### config.mk
export PLATFORM = sky130hd
export DESIGN_NAME = smcs_csr_access
export DESIGN_NICKNAME = d
export VERILOG_FILES = /design/src/verilog/smcs_pkg.sv /design/src/verilog/smcs_csr_access.sv /design/src/verilog/smcs_fifo.sv
export SDC_FILE = /design/constraint.sdc
export NUM_CORES = 1
export LEC_CHECK = 0
export ABC_AREA = 1
export BUFFER_PORTS_ARGS = -buffer_cell sky130_fd_sc_hd__buf_2
export CAP_MARGIN = 10
export CORE_ASPECT_RATIO = 1.75
export CORE_MARGIN = 2
export CORE_UTILIZATION = 50
export CTS_BUF_LIST = sky130_fd_sc_hd__clkbuf_2
export CTS_CLUSTER_SIZE = 16
export DETAILED_ROUTE_END_ITERATION = 6
export GPL_TIMING_DRIVEN = 0
export PLACE_DENSITY = 0.69
export SYNTH_ARGS = -nofsm -noshare
export SYNTH_HDL_FRONTEND = slang
export SYNTH_SLANG_ARGS = --single-unit
### constraint.sdc
create_clock -name clk_sys -period 5.7 [get_ports clk_sys]
set_input_delay 0.57 -clock clk_sys [delete_from_list [all_inputs] [get_ports clk_sys]]
set_output_delay 0.57 -clock clk_sys [all_outputs]
set_load 0.02 [all_outputs]
### src/verilog/smcs_pkg.sv
// constants and carrier types for the smbus csr access framer
//
// Operation
// - first byte after the slave address is the command code
// - byte count sits at position one for block transactions only
// - block read return sends count of following bytes, status included
// - byte count never includes the trailing pec byte
// - position two is the command byte: enables, operation, error flags
// - position three holds the low eight doubleword address bits
// - position four holds the upper six bits, fourteen bits total
// - top two bits of the upper address byte are ignored
// - data positions five to eight run least significant byte first
// - command bits zero to three enable data lanes zero to three
// - command bit four: zero writes, one reads
// - bit six flags an unclaimed read, cleared when returned
// - bit seven flags an unclaimed write, cleared when returned
// - flags only report whether the access was claimed
// - function field zero selects register access
// - size field: byte, word, block; three reserved
// - refuse new commands while busy or when data cannot be supplied
// - only the last doubleword of a long block is kept
package smcs_pkg;
    // byte positions in the framed sequence
    localparam logic [3:0] POS_COUNT = 4'h1;
    localparam logic [3:0] POS_CMD = 4'h2;
    localparam logic [3:0] POS_ADDR_LO = 4'h3;
    localparam logic [3:0] POS_ADDR_HI = 4'h4;
    localparam logic [3:0] POS_DATA_FIRST = 4'h5;
    localparam logic [3:0] POS_DATA_LAST = 4'h8;
    // command code fields
    localparam int CODE_END = 0;
    localparam int CODE_START = 1;
    localparam int CODE_FUNC_LSB = 2;
    localparam int CODE_FUNC_MSB = 4;
    localparam int CODE_SIZE_LSB = 5;
    localparam int CODE_SIZE_MSB = 6;
    localparam logic [2:0] FUNC_CSR = 3'h0;
    localparam logic [1:0] SIZE_BYTE = 2'h0;
    localparam logic [1:0] SIZE_WORD = 2'h1;
    localparam logic [1:0] SIZE_BLOCK = 2'h2;
    localparam logic [1:0] SIZE_RSVD = 2'h3;
    // command byte fields
    localparam int CMD_RNW = 4;
    localparam int CMD_RD_FLAG = 6;
    localparam int CMD_WR_FLAG = 7;
    localparam int ADDR_HI_W = 6;
    // bytes after the count on a block read return: cmd, addr x2, data x4
    localparam logic [7:0] RET_COUNT = 8'h07;
    localparam int FIFO_DEPTH = 8;
    // reset values
    localparam logic [7:0] RST_BYTE = 8'h00;
    localparam logic [3:0] RST_POS = 4'h2;

    typedef enum logic [1:0] {
        KIND_CODE,
        KIND_DATA,
        KIND_STOP
    } smcs_kind_type;

    // one entry from the smbus byte engine
    typedef struct packed {
        smcs_kind_type kind;
        logic [7:0] data;
    } smcs_rx_type;
endpackage

### src/verilog/smcs_csr_access.sv
// smbus slave framing for internal csr reads and writes
`timescale 1ns/1ps
`default_nettype none
module smcs_csr_access #(
    parameter int DEPTH = smcs_pkg::FIFO_DEPTH
) (
    // clock and reset
    input wire logic clk_sys,
    input wire logic rst_n,
    // received entries from the smbus byte engine
    input wire logic rx_valid,
    output logic rx_ready,
    input wire smcs_pkg::smcs_rx_type rx_word,
    // byte return toward the master
    input wire logic tx_req,
    output logic tx_valid,
    output logic [7:0] tx_data,
    output logic tx_nack,
    // command acceptance
    output logic cmd_nack,
    // internal csr access
    output logic csr_req,
    output logic csr_we,
    output logic [13:0] csr_addr,
    output logic [3:0] csr_be,
    output logic [31:0] csr_wdata,
    input wire logic csr_done,
    input wire logic csr_claimed,
    input wire logic [31:0] csr_rdata
);
    import smcs_pkg::*;

    typedef enum {S_IDLE, S_WAIT} smcs_state_type;

    smcs_state_type state_q;
    smcs_rx_type ent;
    logic ent_valid;
    logic ent_take;
    logic [7:0] code_q;
    logic active_q;
    logic need_cnt_q;
    logic got_data_q;
    logic [3:0] pos_q;
    logic [3:0] tx_pos_q;
    logic [7:0] cmd_q;
    logic [7:0] addr_lo_q;
    logic [ADDR_HI_W-1:0] addr_hi_q;
    logic [3:0][7:0] data_q;
    logic unclaimed_read_flag_q;
    logic unclaimed_write_flag_q;
    logic tx_ok;
    logic tx_cmd_read;
    logic launch;

    // parser drains only while idle, so a stalled access fills the fifo
    smcs_fifo #(
        .WIDTH($bits(smcs_rx_type)),
        .DEPTH(DEPTH)
    ) u_fifo (
        .clk_sys(clk_sys),
        .rst_n(rst_n),
        .in_valid(rx_valid),
        .in_ready(rx_ready),
        .in_data(rx_word),
        .out_valid(ent_valid),
        .out_ready(ent_take),
        .out_data(ent)
    );

    assign ent_take = ent_valid && (state_q == S_IDLE);

    // next field position; data wraps so a long block keeps the last word
    function automatic logic [3:0] next_pos(input logic [3:0] p);
        next_pos = (p == POS_DATA_LAST) ? POS_DATA_FIRST : p + 4'h1;
    endfunction

    // byte shown to the master for a given position
    function automatic logic [7:0] field_byte(
        input logic [3:0] p,
        input logic [7:0] cmd,
        input logic re,
        input logic we,
        input logic [7:0] alo,
        input logic [ADDR_HI_W-1:0] ahi,
        input logic [3:0][7:0] dat
    );
        logic [3:0] di;
        di = p - POS_DATA_FIRST;
        // reserved bit five always reads zero
        if (p == POS_COUNT) begin
            field_byte = RET_COUNT;
        end else if (p == POS_CMD) begin
            field_byte = {we, re, 1'b0, cmd[4:0]};
        end else if (p == POS_ADDR_LO) begin
            field_byte = alo;
        end else if (p == POS_ADDR_HI) begin
            field_byte = {2'h0, ahi};
        end else begin
            field_byte = dat[di[1:0]];
        end
    endfunction

    // access starts at the stop of a frame that carried fields and ends
    assign launch = ent_take && (ent.kind == KIND_STOP) && active_q &&
        got_data_q && code_q[CODE_END];

    // command code handling: function, size and sequence end
    always_ff @(posedge clk_sys) begin
        if (!rst_n) begin
            code_q <= RST_BYTE;
            active_q <= 1'b0;
            need_cnt_q <= 1'b0;
            got_data_q <= 1'b0;
        end else if (ent_take) begin
            unique case (ent.kind)
                KIND_CODE: begin
                    code_q <= ent.data;
                    active_q <= (ent.data[CODE_FUNC_MSB:CODE_FUNC_LSB] ==
                        FUNC_CSR) && (ent.data[CODE_SIZE_MSB:CODE_SIZE_LSB]
                        != SIZE_RSVD);
                    need_cnt_q <= ent.data[CODE_SIZE_MSB:CODE_SIZE_LSB] ==
                        SIZE_BLOCK;
                    got_data_q <= 1'b0;
                end
                KIND_DATA: begin
                    // the count value itself steers nothing here
                    if (need_cnt_q) begin
                        need_cnt_q <= 1'b0;
                    end else if (active_q) begin
                        got_data_q <= 1'b1;
                    end
                end
                KIND_STOP: begin
                    got_data_q <= 1'b0;
                end
                default: begin
                    got_data_q <= got_data_q;
                end
            endcase
        end
    end

    // field capture at the running position
    always_ff @(posedge clk_sys) begin
        if (!rst_n) begin
            pos_q <= RST_POS;
            cmd_q <= RST_BYTE;
            addr_lo_q <= RST_BYTE;
            addr_hi_q <= '0;
            data_q <= '0;
        end else if (ent_take && ent.kind == KIND_CODE &&
                ent.data[CODE_START]) begin
            pos_q <= POS_CMD;
        end else if (ent_take && ent.kind == KIND_DATA && active_q &&
                !need_cnt_q) begin
            pos_q <= next_pos(pos_q);
            if (pos_q == POS_CMD) begin
                cmd_q <= ent.data;
            end else if (pos_q == POS_ADDR_LO) begin
                addr_lo_q <= ent.data;
            end else if (pos_q == POS_ADDR_HI) begin
                addr_hi_q <= ent.data[ADDR_HI_W-1:0];
            end else begin
                data_q[2'(pos_q - POS_DATA_FIRST)] <= ent.data;
            end
        end else if (state_q == S_WAIT && csr_done && !cmd_q[CMD_RNW]) begin
            pos_q <= pos_q;
        end else if (state_q == S_WAIT && csr_done) begin
            data_q <= csr_rdata; // read data lands in the return fields
        end
    end

    // access sequencer; request is held until the target answers
    always_ff @(posedge clk_sys) begin
        if (!rst_n) begin
            state_q <= S_IDLE;
            csr_req <= 1'b0;
            csr_we <= 1'b0;
            csr_addr <= '0;
            csr_be <= '0;
            csr_wdata <= '0;
            cmd_nack <= 1'b0;
        end else begin
            unique case (state_q)
                S_IDLE: begin
                    if (launch) begin
                        state_q <= S_WAIT;
                        csr_req <= 1'b1;
                        csr_we <= !cmd_q[CMD_RNW];
                        csr_addr <= {addr_hi_q, addr_lo_q};
                        csr_be <= cmd_q[3:0];
                        csr_wdata <= data_q;
                        cmd_nack <= 1'b1;
                    end
                end
                S_WAIT: begin
                    if (csr_done) begin
                        state_q <= S_IDLE;
                        csr_req <= 1'b0;
                        cmd_nack <= 1'b0;
                    end
                end
            endcase
        end
    end

    // return path is refused while an access or unparsed bytes remain
    assign tx_ok = (state_q == S_IDLE) && !ent_valid;
    assign tx_cmd_read = tx_req && tx_ok && (tx_pos_q == POS_CMD);

    // byte return toward the master
    always_ff @(posedge clk_sys) begin
        if (!rst_n) begin
            tx_pos_q <= RST_POS;
            tx_valid <= 1'b0;
            tx_data <= RST_BYTE;
            tx_nack <= 1'b0;
        end else begin
            tx_valid <= tx_req && tx_ok;
            tx_nack <= tx_req && !tx_ok;
            if (ent_take && ent.kind == KIND_CODE && ent.data[CODE_START]) begin
                tx_pos_q <= (ent.data[CODE_SIZE_MSB:CODE_SIZE_LSB] ==
                    SIZE_BLOCK) ? POS_COUNT : POS_CMD;
            end else if (tx_req && tx_ok) begin
                tx_data <= field_byte(tx_pos_q, cmd_q, unclaimed_read_flag_q, unclaimed_write_flag_q,
                    addr_lo_q, addr_hi_q, data_q);
                tx_pos_q <= (tx_pos_q == POS_DATA_LAST) ? POS_CMD :
                    tx_pos_q + 4'h1;
            end
        end
    end

    // unclaimed flags: returned once then cleared, a new set wins
    always_ff @(posedge clk_sys) begin
        if (!rst_n) begin
            unclaimed_read_flag_q <= 1'b0;
            unclaimed_write_flag_q <= 1'b0;
        end else begin
            if (state_q == S_WAIT && csr_done && !csr_claimed && !csr_we) begin
                unclaimed_read_flag_q <= 1'b1;
            end else if (tx_cmd_read) begin
                unclaimed_read_flag_q <= 1'b0;
            end
            if (state_q == S_WAIT && csr_done && !csr_claimed && csr_we) begin
                unclaimed_write_flag_q <= 1'b1;
            end else if (tx_cmd_read) begin
                unclaimed_write_flag_q <= 1'b0;
            end
        end
    end
endmodule
`default_nettype wire

### src/verilog/smcs_fifo.sv
// small flop based fifo with valid/ready on both sides
`timescale 1ns/1ps
`default_nettype none
module smcs_fifo #(
    parameter int WIDTH = 10,
    parameter int DEPTH = 8
) (
    // clock and reset
    input wire logic clk_sys,
    input wire logic rst_n,
    // fill side
    input wire logic in_valid,
    output logic in_ready,
    input wire logic [WIDTH-1:0] in_data,
    // drain side
    output logic out_valid,
    input wire logic out_ready,
    output logic [WIDTH-1:0] out_data
);
    localparam int AW = $clog2(DEPTH);
    localparam logic [AW:0] CNT_FULL = (AW+1)'(DEPTH);
    localparam logic [AW-1:0] PTR_LAST = AW'(DEPTH - 1);

    logic [WIDTH-1:0] mem_q [DEPTH];
    logic [AW-1:0] wr_q;
    logic [AW-1:0] rd_q;
    logic [AW:0] cnt_q;
    logic [AW:0] cnt_d;
    logic push;
    logic pop;

    function automatic logic [AW-1:0] bump(input logic [AW-1:0] p);
        bump = (p == PTR_LAST) ? '0 : p + 1'b1;
    endfunction

    assign push = in_valid && in_ready;
    assign pop = out_valid && out_ready;
    assign out_data = mem_q[rd_q];

    // count; ready and valid are registered copies of the next count
    always_comb begin
        cnt_d = cnt_q;
        if (push && !pop) begin
            cnt_d = cnt_q + 1'b1;
        end else if (pop && !push) begin
            cnt_d = cnt_q - 1'b1;
        end
    end

    always_ff @(posedge clk_sys) begin
        if (!rst_n) begin
            cnt_q <= '0;
            in_ready <= 1'b0;
            out_valid <= 1'b0;
        end else begin
            cnt_q <= cnt_d;
            in_ready <= cnt_d != CNT_FULL;
            out_valid <= cnt_d != '0;
        end
    end

    // pointers
    always_ff @(posedge clk_sys) begin
        if (!rst_n) begin
            wr_q <= '0;
            rd_q <= '0;
        end else begin
            if (push) begin
                wr_q <= bump(wr_q);
            end
            if (pop) begin
                rd_q <= bump(rd_q);
            end
        end
    end

    // storage needs no reset, entries are only read once valid
    always_ff @(posedge clk_sys) begin
        if (push) begin
            mem_q[wr_q] <= in_data;
        end
    end
endmodule
`default_nettype wire

## Word level (Yosys, flattened, before mapping)

Memories as Yosys holds them, arrays and structs flattened. A register that Yosys moved wholly into a read port is not among the register bits.
Index checks and enable logic that the tools add are counted.

| word-level totals | value |
|---|---|
| bits in registers | 171 |
| input bits | 48 |
| memories kept | 1 |
| word-level logic and storage cells | 168 |
| output and inout port bits | 64 |
| RAM bits | 80 |

Memory list:

| name | words | width | rd ports | clocked after memory_dff | write ports | RTL line | RTL |
|---|---|---|---|---|---|---|---|
| u_fifo.mem_q | 8 | 10 | 1 | 1 | 1 | smcs_fifo.sv:24 | `logic [WIDTH-1:0] mem_q [DEPTH];` |

| cells by class | value |
|---|---|
| bitwise gates (word level) | 4 |
| reductions and logical operators | 56 |
| eq/ne operators | 26 |
| multiplexer cells | 41 |
| add/sub/neg operators | 8 |
| $lt $le $gt $ge | 3 |

Operators by type and width:

| cell | count |
|---|---|
| 2-to-1 mux 32 bit | 8 |
| logical NOT 32 bit | 2 |
| case mux 32 bit (2 select lines) | 1 |
| 2-to-1 mux 8 bit | 6 |
| bitwise mux 32 bit | 1 |
| == test 32 x 1 -> 1 bit (second input constant) | 1 |
| == test 32 x 2 -> 1 bit (second input constant) | 1 |
| logical AND 1 bit | 25 |
| 2-to-1 mux 4 bit | 6 |
| != test 2 bit (second input constant) | 9 |
| binary-select mux 8 bit (select 2 bit) | 1 |
| demux 8 bit (select 2 bit) | 1 |
| == test 4 x 2 -> 1 bit (second input constant) | 4 |
| adder 4 x 1 -> 4 bit (second input constant) | 3 |
| 2-to-1 mux 3 bit | 4 |
| nonzero test 2 bit | 6 |
| AND reduction 2 bit | 5 |
| 2-to-1 mux 1 bit | 9 |
| == test 4 x 3 -> 1 bit (second input constant) | 2 |
| == test 4 bit (second input constant) | 2 |
| logical NOT 1 bit | 8 |
| AND reduction 4 bit | 2 |
| adder 3 x 1 -> 3 bit (second input constant) | 2 |
| == test 3 bit (second input constant) | 2 |
| 18 further kinds | 27 |

## Longest topological paths before layout

Gate-level depths: netlist (run 1).

| logic depth | value |
|---|---|
| depth in word-level cells | 10 |
| gate-level depth with buffers | 16 |
| mapped depth without buffers | 14 |

## Cells and area by module

A second synthesis (run 1) with hierarchy kept.

| unflattened totals | value |
|---|---|
| cell total of the unflattened synthesis | 1269 |
| area, all modules | 10088.4 sq um |

By module, submodules not included:

| module | area each (sq um) | sequential area each (sq um) | cells each | instances |
|---|---|---|---|---|
| smcs_csr_access | 6188.4 | 2542.4 | 922 | 1 |
| smcs_fifo | 3900.0 | 2702.6 | 347 | 1 |

## Worst setup path after synthesis (run 1)

Ideal clock, no wire load.

| path | value |
|---|---|
| path type | register to register |
| start point | reg tx_pos_q[0] |
| end point | reg tx_data[1] |
| slack | 3.847 ns |
| period minus slack after synthesis | 1.853 ns |
| buffers on the path | 1 |
| stages on the path, launching flop included | 12 |
| arrival | 1.794 ns |
| setup time | 0.058 ns |
| data required time | 5.642 ns |
| path through | dfxtp_1 clkinv_1 ha_1 clkbuf_1 o21ai_0 o22ai_1 nand2_1 nand3_1 o211ai_1 nand3_1 o211ai_1 inv_1 |

| on the way | value |
|---|---|
| word-level cells in the longest chain between the ends | 7 |
| elaborated cells between the ends (all ways) | 11 |
| those cells by class | 1 x add/sub; 4 x eq/ne; 6 x mux |

RTL lines:

| what | RTL line | RTL |
|---|---|---|
| start, declared | smcs_csr_access.sv:44 | `logic [3:0] tx_pos_q;` |
| start signal, assigned | smcs_csr_access.sv:222 | `tx_pos_q <= (ent.data[CODE_SIZE_MSB:CODE_SIZE_LSB] ==` |
| start signal, assigned | smcs_csr_access.sv:227 | `tx_pos_q <= (tx_pos_q == POS_DATA_LAST) ? POS_CMD :` |
| subtractor 2 x 1 -> 2 bit | smcs_csr_access.sv:88 | `di = p - POS_DATA_FIRST;` |
| binary-select mux 8 bit (select 2 bit) | smcs_csr_access.sv:99 | `field_byte = dat[di[1:0]];` |
| 2-to-1 mux 8 bit (implied by the code) | smcs_csr_access.sv:99 |  |
| 2-to-1 mux 8 bit | smcs_csr_access.sv:96 | `end else if (p == POS_ADDR_HI) begin` |
| 2-to-1 mux 8 bit | smcs_csr_access.sv:94 | `end else if (p == POS_ADDR_LO) begin` |
| 2-to-1 mux 8 bit | smcs_csr_access.sv:92 | `end else if (p == POS_CMD) begin` |
| 2-to-1 mux 8 bit * | smcs_csr_access.sv:90 | `if (p == POS_COUNT) begin` |
| end signal, assigned | smcs_csr_access.sv:225 | `tx_data <= field_byte(tx_pos_q, cmd_q, unclaimed_read_flag_q, unclaimed_write_flag_q,` |
| end, declared | smcs_csr_access.sv:17 | `output logic [7:0] tx_data,` |

Mark *: on every way between the ends. The rest lies on a longest branch, timed or not. The select of a mux whose other input is x is not followed.
A chain may end at the register's enable or synchronous reset.

## Worst setup path after layout (run 1)

Same ends and word-level chain as after synthesis.

==> impl_metrics.py, run 1 <==
metrics = {
    "synthesis": {
        "syn-cell-area_sq_mm": 0.0102,
        "synth_top_area_frac": 0.279,
        "muxShareOfSynthArea": 0.000984,
        "yosys.area_share.simple": 0.253,
        "netlist_top_cells_area": "dfxtp_1, edfxtp_1, nor2_1, nand2_1, o21ai_0",
        "synthCells": 1303,
        "synth_xor_area_frac": 0.00172,
        "ys_warn_count": 0,
        "syn_nets": 1366,
        "synth_cell_types": 42,
        "synth_adder_area_share": 0.0184,
        "ys_seq_elements": 222,
        "synth-compound-area-share": 0.118,
        "yosysSeqAreaShare": 0.515,
        "synth_top_family_by_area": "simple AND/OR/NAND/NOR gates",
        "avgSynthCellArea_sq_um": 7.81,
        "yosysTopAreaCell": "dfxtp_1",
    },
    "clock_tree": {
        "clock_latency_ns": 0.80,
        "cts_buffer_depth": 3,
        "h-tree-depth": 2,
        "clkTransAtPathRegs_ns": 0.12,
        "cts_tree": "yes",
        "clock_sinks": 222,
        "postCtsSetupBuffers": 0,
        "postCtsResizedCells": 0,
        "cts_made_buffers": 49,
        "clk_root_buffer_cell": "clkbuf_2",
    },
    "setup_path": {
        "crit_path_max_incr_delay_ns": 0.41,
        "r2r-end": "tx_data[1]",
        "endpoint": "tx_data[1]",
        "path_depth": 11,
        "crit_slowest_cell": "dfxtp_1",
        "crit_chain": "clkinv_1, ha_1, clkbuf_1, o21ai_0, o22ai_1, nand2_1, nand3_1, o211ai_1, nand3_1, o211ai_1, inv_1",
        "crit_fanout": 10,
        "end_kind": "flip-flop",
        "path_delay_family": "buffers and inverters",
        "reg2reg_slack_ns": 3.10,
        "path_buf_inv": 3,
        "crit_arrival_ns": 3.33,
        "rr_startpoint": "tx_pos_q[0]",
        "ff2ff_path_depth": 11,
        "critPathLaunch": "tx_pos_q[0]",
        "required_ns": 6.43,
        "worstSetupStartpointType": "flip-flop",
        "critical_path_class": "flip-flop to flip-flop",
    },
    "global_routing": {
        "grt_max_degree": 13,
        "grt_pass1_wl_microns": 42000,
        "antenna_found_initial": 1,
        "grt_usage": 0.250,
        "first_global_vias": 8426,
        "overflow": 0,
    },
    "place": {
        "port_buffers": 110,
        "hpwl_microns": 20500,
        "gp_congestion": 0.936,
    },
    "die": {
        "core_area_sq_mm": 0.0201,
        "start_util": 0.506,
        "dieArea_sq_mm": 0.0216,
        "pin_count": 112,
        "chipHeight_microns": 193,
        "chipWidth_microns": 112,
        "rows": 69,
    },
    "min_path": {
        "hold_start": "rx_word[8]",
        "min_path_type": "input port to flip-flop",
    },
    "timing": {
        "min_period_ns": 2.60,
        "clock_skew_ns": 0.0529,
        "setup_tns_ns": 0,
        "drv_slew": 0,
        "tightestPinTransition_ns": 1.19,
        "grt_setup_unrepaired": "false",
        "hold_violations": 0,
        "fmax_mhz": 385,
        "fin_crit_sh": 0.455,
        "max_slew_margin": 0.201,
        "timing.final.setup_violations": 0,
    },
    "power_and_ir_drop": {
        "clock_power_share": 0.220,
        "p_per_area_mw_per_mm2": 369,
        "switching_power_mw": 1.71,
        "peakVddDrop_mv": 0.200,
        "combPwrFrac": 0.354,
        "switching_share": 0.402,
        "p_int_mw": 2.55,
        "power_frac_seq": 0.426,
        "leakagePower_nw": 5.17,
    },
    "route": {
        "drtIter0Drc": 465,
        "dr.pass1.iters": 5,
        "vias": 8841,
        "vias_per_cell": 5.05,
        "wl_microns": 27200,
        "antenna_left": 0,
        "post_drt_wl_per_cell_microns": 15.5,
        "route.detailed.drc": 0,
    },
    "finish": {
        "area_growth_syn_to_layout_pct": 13.6,
        "finish.utilization": 0.575,
        "fillers": 1986,
        "multi_input_area_sq_mm": 0.00398,
        "nNetsFinal": 1539,
        "seqCellArea_sq_mm": 0.00525,
        "drive_gt1_frac": 0.158,
    },
    "run": {
        "drv_cap": 0,
    },
    "status": {
        "status": "complete, no violations",
    },
}
-- routing by layer --
| metal | vias up | part of all wire | GRT usage |
|---|---|---|---|
| met5 | - | 0 | 0 |
| met4 | 0 | 0.062 | 0.161 |
| met3 | 95 | 0.041 | 0.0320 |
| met2 | 251 | 0.53 | 0.485 |
| met1 | 3948 | 0.36 | 0.245 |
| li1 | 4547 | - | - |
-- state kept, by name, summed over array words and instances, names as in the netlist, 3 cells and up, named ones only --
| register | count |
|---|---|
| u_fifo.rd_q | 3 |
| csr_be | 4 |
| data_q | 32 |
| u_fifo.mem_q | 80 |
| csr_addr | 14 |
| cmd_q | 5 |
| addr_hi_q | 6 |
| tx_pos_q | 4 |
| u_fifo.wr_q | 3 |
| u_fifo.cnt_q | 4 |
| csr_wdata | 32 |
| addr_lo_q | 8 |
| pos_q | 4 |
| tx_data | 8 |
-- cells by family (layout without fill, tap and decap cells) --
family / after synthesis / count (layout)
fa+ha+maj: 15 / 15
compound gates: 226 / 226
flops: 222 / 222
buf+inv: 224 / 423
simple gates: 613 / 613
mux: 1 / 1
other cells: 0 / 1
xor+xnor: 2 / 2
-- power groups by stage --
stage	Sequential (mW)	Clock [mW]	Combinational, mW
after global routing	1.83	1.05	1.65
after detailed placement	1.85	0	1.48
after CTS	1.82	0.968	1.49
after floorplan	1.86	0	1.00
final	1.82	0.937	1.51
after global placement	1.85	0	1.46
-- worst register-to-register path, delay by kind of cell (launching register included) --
family,cells,cell delay (ns)
flops,1,0.41
compound gates,4,0.65
simple gates,3,0.34
fa+ha+maj,1,0.40
buf+inv,3,0.72
-- through the flow --
stage	cells	hold WS [ns]	setup WS, ns	area (sq um)	total power, mW
3_5_place_dp	1662	0.456	3.16	11000	3.33
2_1_floorplan	1303	0.431	3.85	10200	2.87
3_3_place_gp	1661	0.452	3.18	11000	3.31
6_report	1751	0.0692	3.10	11600	4.27
5_1_grt	1751	0.0295	2.96	11600	4.53
4_1_cts	1748	0.0108	3.17	11500	4.28
-- how the worst min path moves through the flow --
stage | end | slack (ns) | cells past startpoint
global route | u_fifo.mem_q[2][8] | 0.03 | 1
finish | u_fifo.mem_q[1][8] | 0.07 | 1
detailed placement | tx_data[4] | 0.46 | 2
floorplan | code_q[0] | 0.43 | 2
CTS | u_fifo.mem_q[1][8] | 0.01 | 1
global placement | need_cnt_q | 0.45 | 2
-- layout make-up --
class                           count  share of cell area
Sequential cell                   222               0.454
Multi-Input combinational cell    857               0.345
Timing Repair Buffer              122              0.0582
Inverter                          162              0.0526
Buffer                             62              0.0293
Clock buffer                       66              0.0286
Tap cell                          248              0.0268
Clock inverter                     11             0.00617
Antenna cell                        1            0.000216
-- what timing repair did --
action / CTS / global route
hold buffers: 9 / 0
endpoints found under the hold margin: 52 / 0
setup endpoints to repair: 0 / 0
-- cells in the mapped netlist (all sizes together) --
| master | instances |
|---|---|
| o211ai | 13 |
| a211oi | 3 |
| o21ai | 157 |
| ha | 15 |
| edfxtp | 80 |
| o211a | 1 |
| o21a | 1 |
| dfxtp | 142 |
| a31oi | 3 |
| a21oi | 45 |
| nand4 | 2 |
| buf | 31 |
| clkinv | 1 |
| and2 | 5 |
| o221ai | 1 |
| nand3 | 88 |
| mux2i | 1 |
| nand3b | 1 |
| or2 | 1 |
| nor2 | 273 |
| nor3 | 8 |
| o2111ai | 1 |
| xor2 | 2 |
| nand2 | 234 |
| inv | 161 |
| o22ai | 1 |
| clkbuf | 31 |
| nor4 | 1 |
-- cell usage in the layout, fill, tap and decap left out, types with 2 or more instances in the layout --
cell	count
clkinv_1	7
inv_2	7
dfxtp_1	142
nand3_1	79
nand2_1	231
a211oi_1	2
nor2_4	4
nor2_1	268
a31oi_1	3
o21ai_0	146
o21ai_1	11
inv_1	155
buf_2	125
nand3_4	4
clkbuf_2	67
nor3_1	8
o211ai_1	13
buf_6	11
a21oi_1	45
xor2_1	2
clkinv_2	3
edfxtp_1	80
ha_1	15
clkbuf_1	30
nand3_2	5
nand2_4	2
buf_1	3
dlygate4sd3_1	9
and2_1	4
nand4_1	2
buf_4	4
(Power assumes the default switching activity.)
==> inputs of run 2 (changes only) <==
--- a/config.mk
+++ b/config.mk
@@ -15,7 +15,7 @@
 export CTS_CLUSTER_SIZE = 16
 export DETAILED_ROUTE_END_ITERATION = 6
 export GPL_TIMING_DRIVEN = 0
-export PLACE_DENSITY = 0.69
+export PLACE_DENSITY = 0.71
 export SYNTH_ARGS = -nofsm -noshare
 export SYNTH_HDL_FRONTEND = slang
 export SYNTH_SLANG_ARGS = --single-unit
==> constraint.sdc (replaced) <==
create_clock -name clk_sys -period 2.25 [get_ports clk_sys]
set_input_delay 0.225 -clock clk_sys [delete_from_list [all_inputs] [get_ports clk_sys]]
set_output_delay 0.225 -clock clk_sys [all_outputs]
set_load 0.02 [all_outputs]
==> impl_metrics.py, run 2 (synthesized netlist as in run 1, its figures left out) <==
metrics = {
    "timing": {
        "clock_skew_ns": 0.0643,
        "timing.final.setup_violations": 0,
        "tightestPinTransition_ns": 1.19,
        "setup_tns_ns": 0,
        "fin_crit_sh": 0.959,
        "drv_slew": 0,
        "grt_setup_unrepaired": "true",
        "max_slew_margin": 0.201,
        "holdWs_ns": 0.218,
        "fmax_mhz": 464,
        "hold_violations": 0,
        "min_period_ns": 2.16,
    },
    "setup_path": {
        "end_kind": "flip-flop",
        "worstSetupStartpointType": "flip-flop",
        "crit_chain": "inv_4, ha_1, inv_1, a21oi_1, o21ai_0, nand3_1, o211ai_1, a31oi_1, nand2_1, a21oi_1",
        "crit_fanout": 9,
        "critical_path_class": "flip-flop to flip-flop",
        "endpoint": "tx_data[3]",
        "required_ns": 2.96,
        "r2r-end": "tx_data[3]",
        "ff2ff_path_depth": 10,
        "critPathLaunch": "tx_pos_q[0]",
        "reg2reg_slack_ns": 0.09,
        "crit_arrival_ns": 2.86,
        "path_buf_inv": 2,
        "rr_startpoint": "tx_pos_q[0]",
        "crit_top_cell": "a21oi_1",
        "path_delay_family": "compound AO/OA/AOI/OAI gates",
        "crit_path_max_incr_delay_ns": 0.44,
        "path_depth": 10,
        "crit_slowest_cell": "dfxtp_1",
    },
    "route": {
        "dr.pass1.iters": 5,
        "antenna_left": 0,
        "wl_microns": 27800,
        "vias_per_cell": 5.03,
        "post_drt_wl_per_cell_microns": 15.5,
        "route.detailed.drc": 0,
        "drtIter0Drc": 555,
        "vias": 9044,
    },
    "place": {
        "hpwl_microns": 20400,
        "port_buffers": 110,
        "gp_congestion": 0.943,
        "placed_cells": 1662,
    },
    "clock_tree": {
        "clkTransAtPathRegs_ns": 0.11,
        "clock_latency_ns": 0.81,
        "clk_root_buffer_cell": "clkbuf_2",
        "cts_buffer_depth": 3,
        "h-tree-depth": 2,
        "clock_sinks": 222,
        "cts_tree": "yes",
        "cts_made_buffers": 48,
    },
    "power_and_ir_drop": {
        "combPwrFrac": 0.362,
        "power_frac_seq": 0.423,
        "leakagePower_nw": 5.38,
        "p_per_area_mw_per_mm2": 905,
        "p_int_mw": 6.55,
        "peakVddDrop_mv": 0.406,
        "switching_power_mw": 4.36,
        "clock_power_share": 0.215,
        "switching_share": 0.399,
    },
    "global_routing": {
        "grt_usage": 0.253,
        "first_global_vias": 8542,
        "overflow": 0,
        "grt_pass1_wl_microns": 42500,
        "grt_max_degree": 12,
        "antenna_found_initial": 1,
    },
    "finish": {
        "final_cells": 1797,
        "top_regs": "u_fifo.mem_q (80), csr_wdata (32), data_q (32)",
        "largest_reg_flops": 80,
        "area_growth_syn_to_layout_pct": 18.5,
        "max_flop_register": "u_fifo.mem_q",
        "finish.utilization": 0.599,
        "drive_gt1_frac": 0.176,
        "layout_common_cells": "nor2_1, nand2_1, inv_1",
        "final_common_cell": "nor2_1",
        "nNetsFinal": 1579,
    },
    "die": {
        "core_area_sq_mm": 0.0201,
        "chipWidth_microns": 112,
        "pin_count": 112,
        "dieArea_sq_mm": 0.0216,
        "rows": 69,
        "start_util": 0.506,
        "chipHeight_microns": 193,
    },
    "run": {
        "drv_cap": 0,
    },
    "min_path": {
        "min_path_type": "input port to flip-flop",
    },
    "status": {
        "status": "complete, no violations",
    },
}
run 2: cell type report:
type                       count  area (sq um)
tap                          248           310
fill                        1915          8060
sequential                   222          5250
clock inverter                 6          22.5
multi-input combinational    857          4020
timing repair buffer         166          1110
buffer                        59           349
clock buffer                  76           380
antenna                        1          2.50
inverter                     162           613
run 2: routing by layer:
layer  routed length, microns  share of wire  track usage
met2                    14800           0.53        0.494
met4                     1760          0.063        0.159
met5                        0              0            0
met1                     9930           0.36        0.248
met3                     1310          0.047       0.0330
run 2: power by group through the flow:
stage          clock network (mW)  registers, mW  logic (mW)
2_1_floorplan                   0           4.72        2.54
5_1_grt                      2.60           4.65        4.35
3_5_place_dp                    0           4.70        3.73
3_3_place_gp                    0           4.69        3.69
4_1_cts                      2.43           4.61        3.83
6_report                     2.34           4.62        3.95
run 2: timing repair:
| item | CTS | global route |
|---|---|---|
| setup buffers | 0 | 5 |
| gates resized for setup | 8 | 33 |
| pin swaps | 0 | 7 |
| endpoints found under the setup margin | 68 | 115 |
| hold endpoints to repair | 126 | 0 |
| hold buffers | 48 | 0 |
| gates cloned | 0 | 1 |
run 2: how the worst min path moves through the flow:
stage,from,endpoint,cells after the start
final,rx_word[1],u_fifo.mem_q[4][1],2
after global routing,rx_word[8],u_fifo.mem_q[1][8],2
after CTS,rx_word[1],u_fifo.mem_q[4][1],2
after detailed placement,unclaimed_write_flag_q,unclaimed_write_flag_q,2
after global placement,tx_data[4],tx_data[4],2
after floorplan,rx_word[0],u_fifo.mem_q[0][0],0
run 2: metrics by stage:
| stage | cell area [sq um] | total power, mW | setup WS (ns) |
|---|---|---|---|
| 5_1_grt | 12100 | 11.6 | -0.00847 |
| 2_1_floorplan | 10200 | 7.26 | 0.397 |
| 6_report | 12100 | 10.9 | 0.0927 |
| 4_1_cts | 11900 | 10.9 | 0.0107 |
| 3_3_place_gp | 11000 | 8.38 | -0.216 |
| 3_5_place_dp | 11000 | 8.43 | -0.229 |
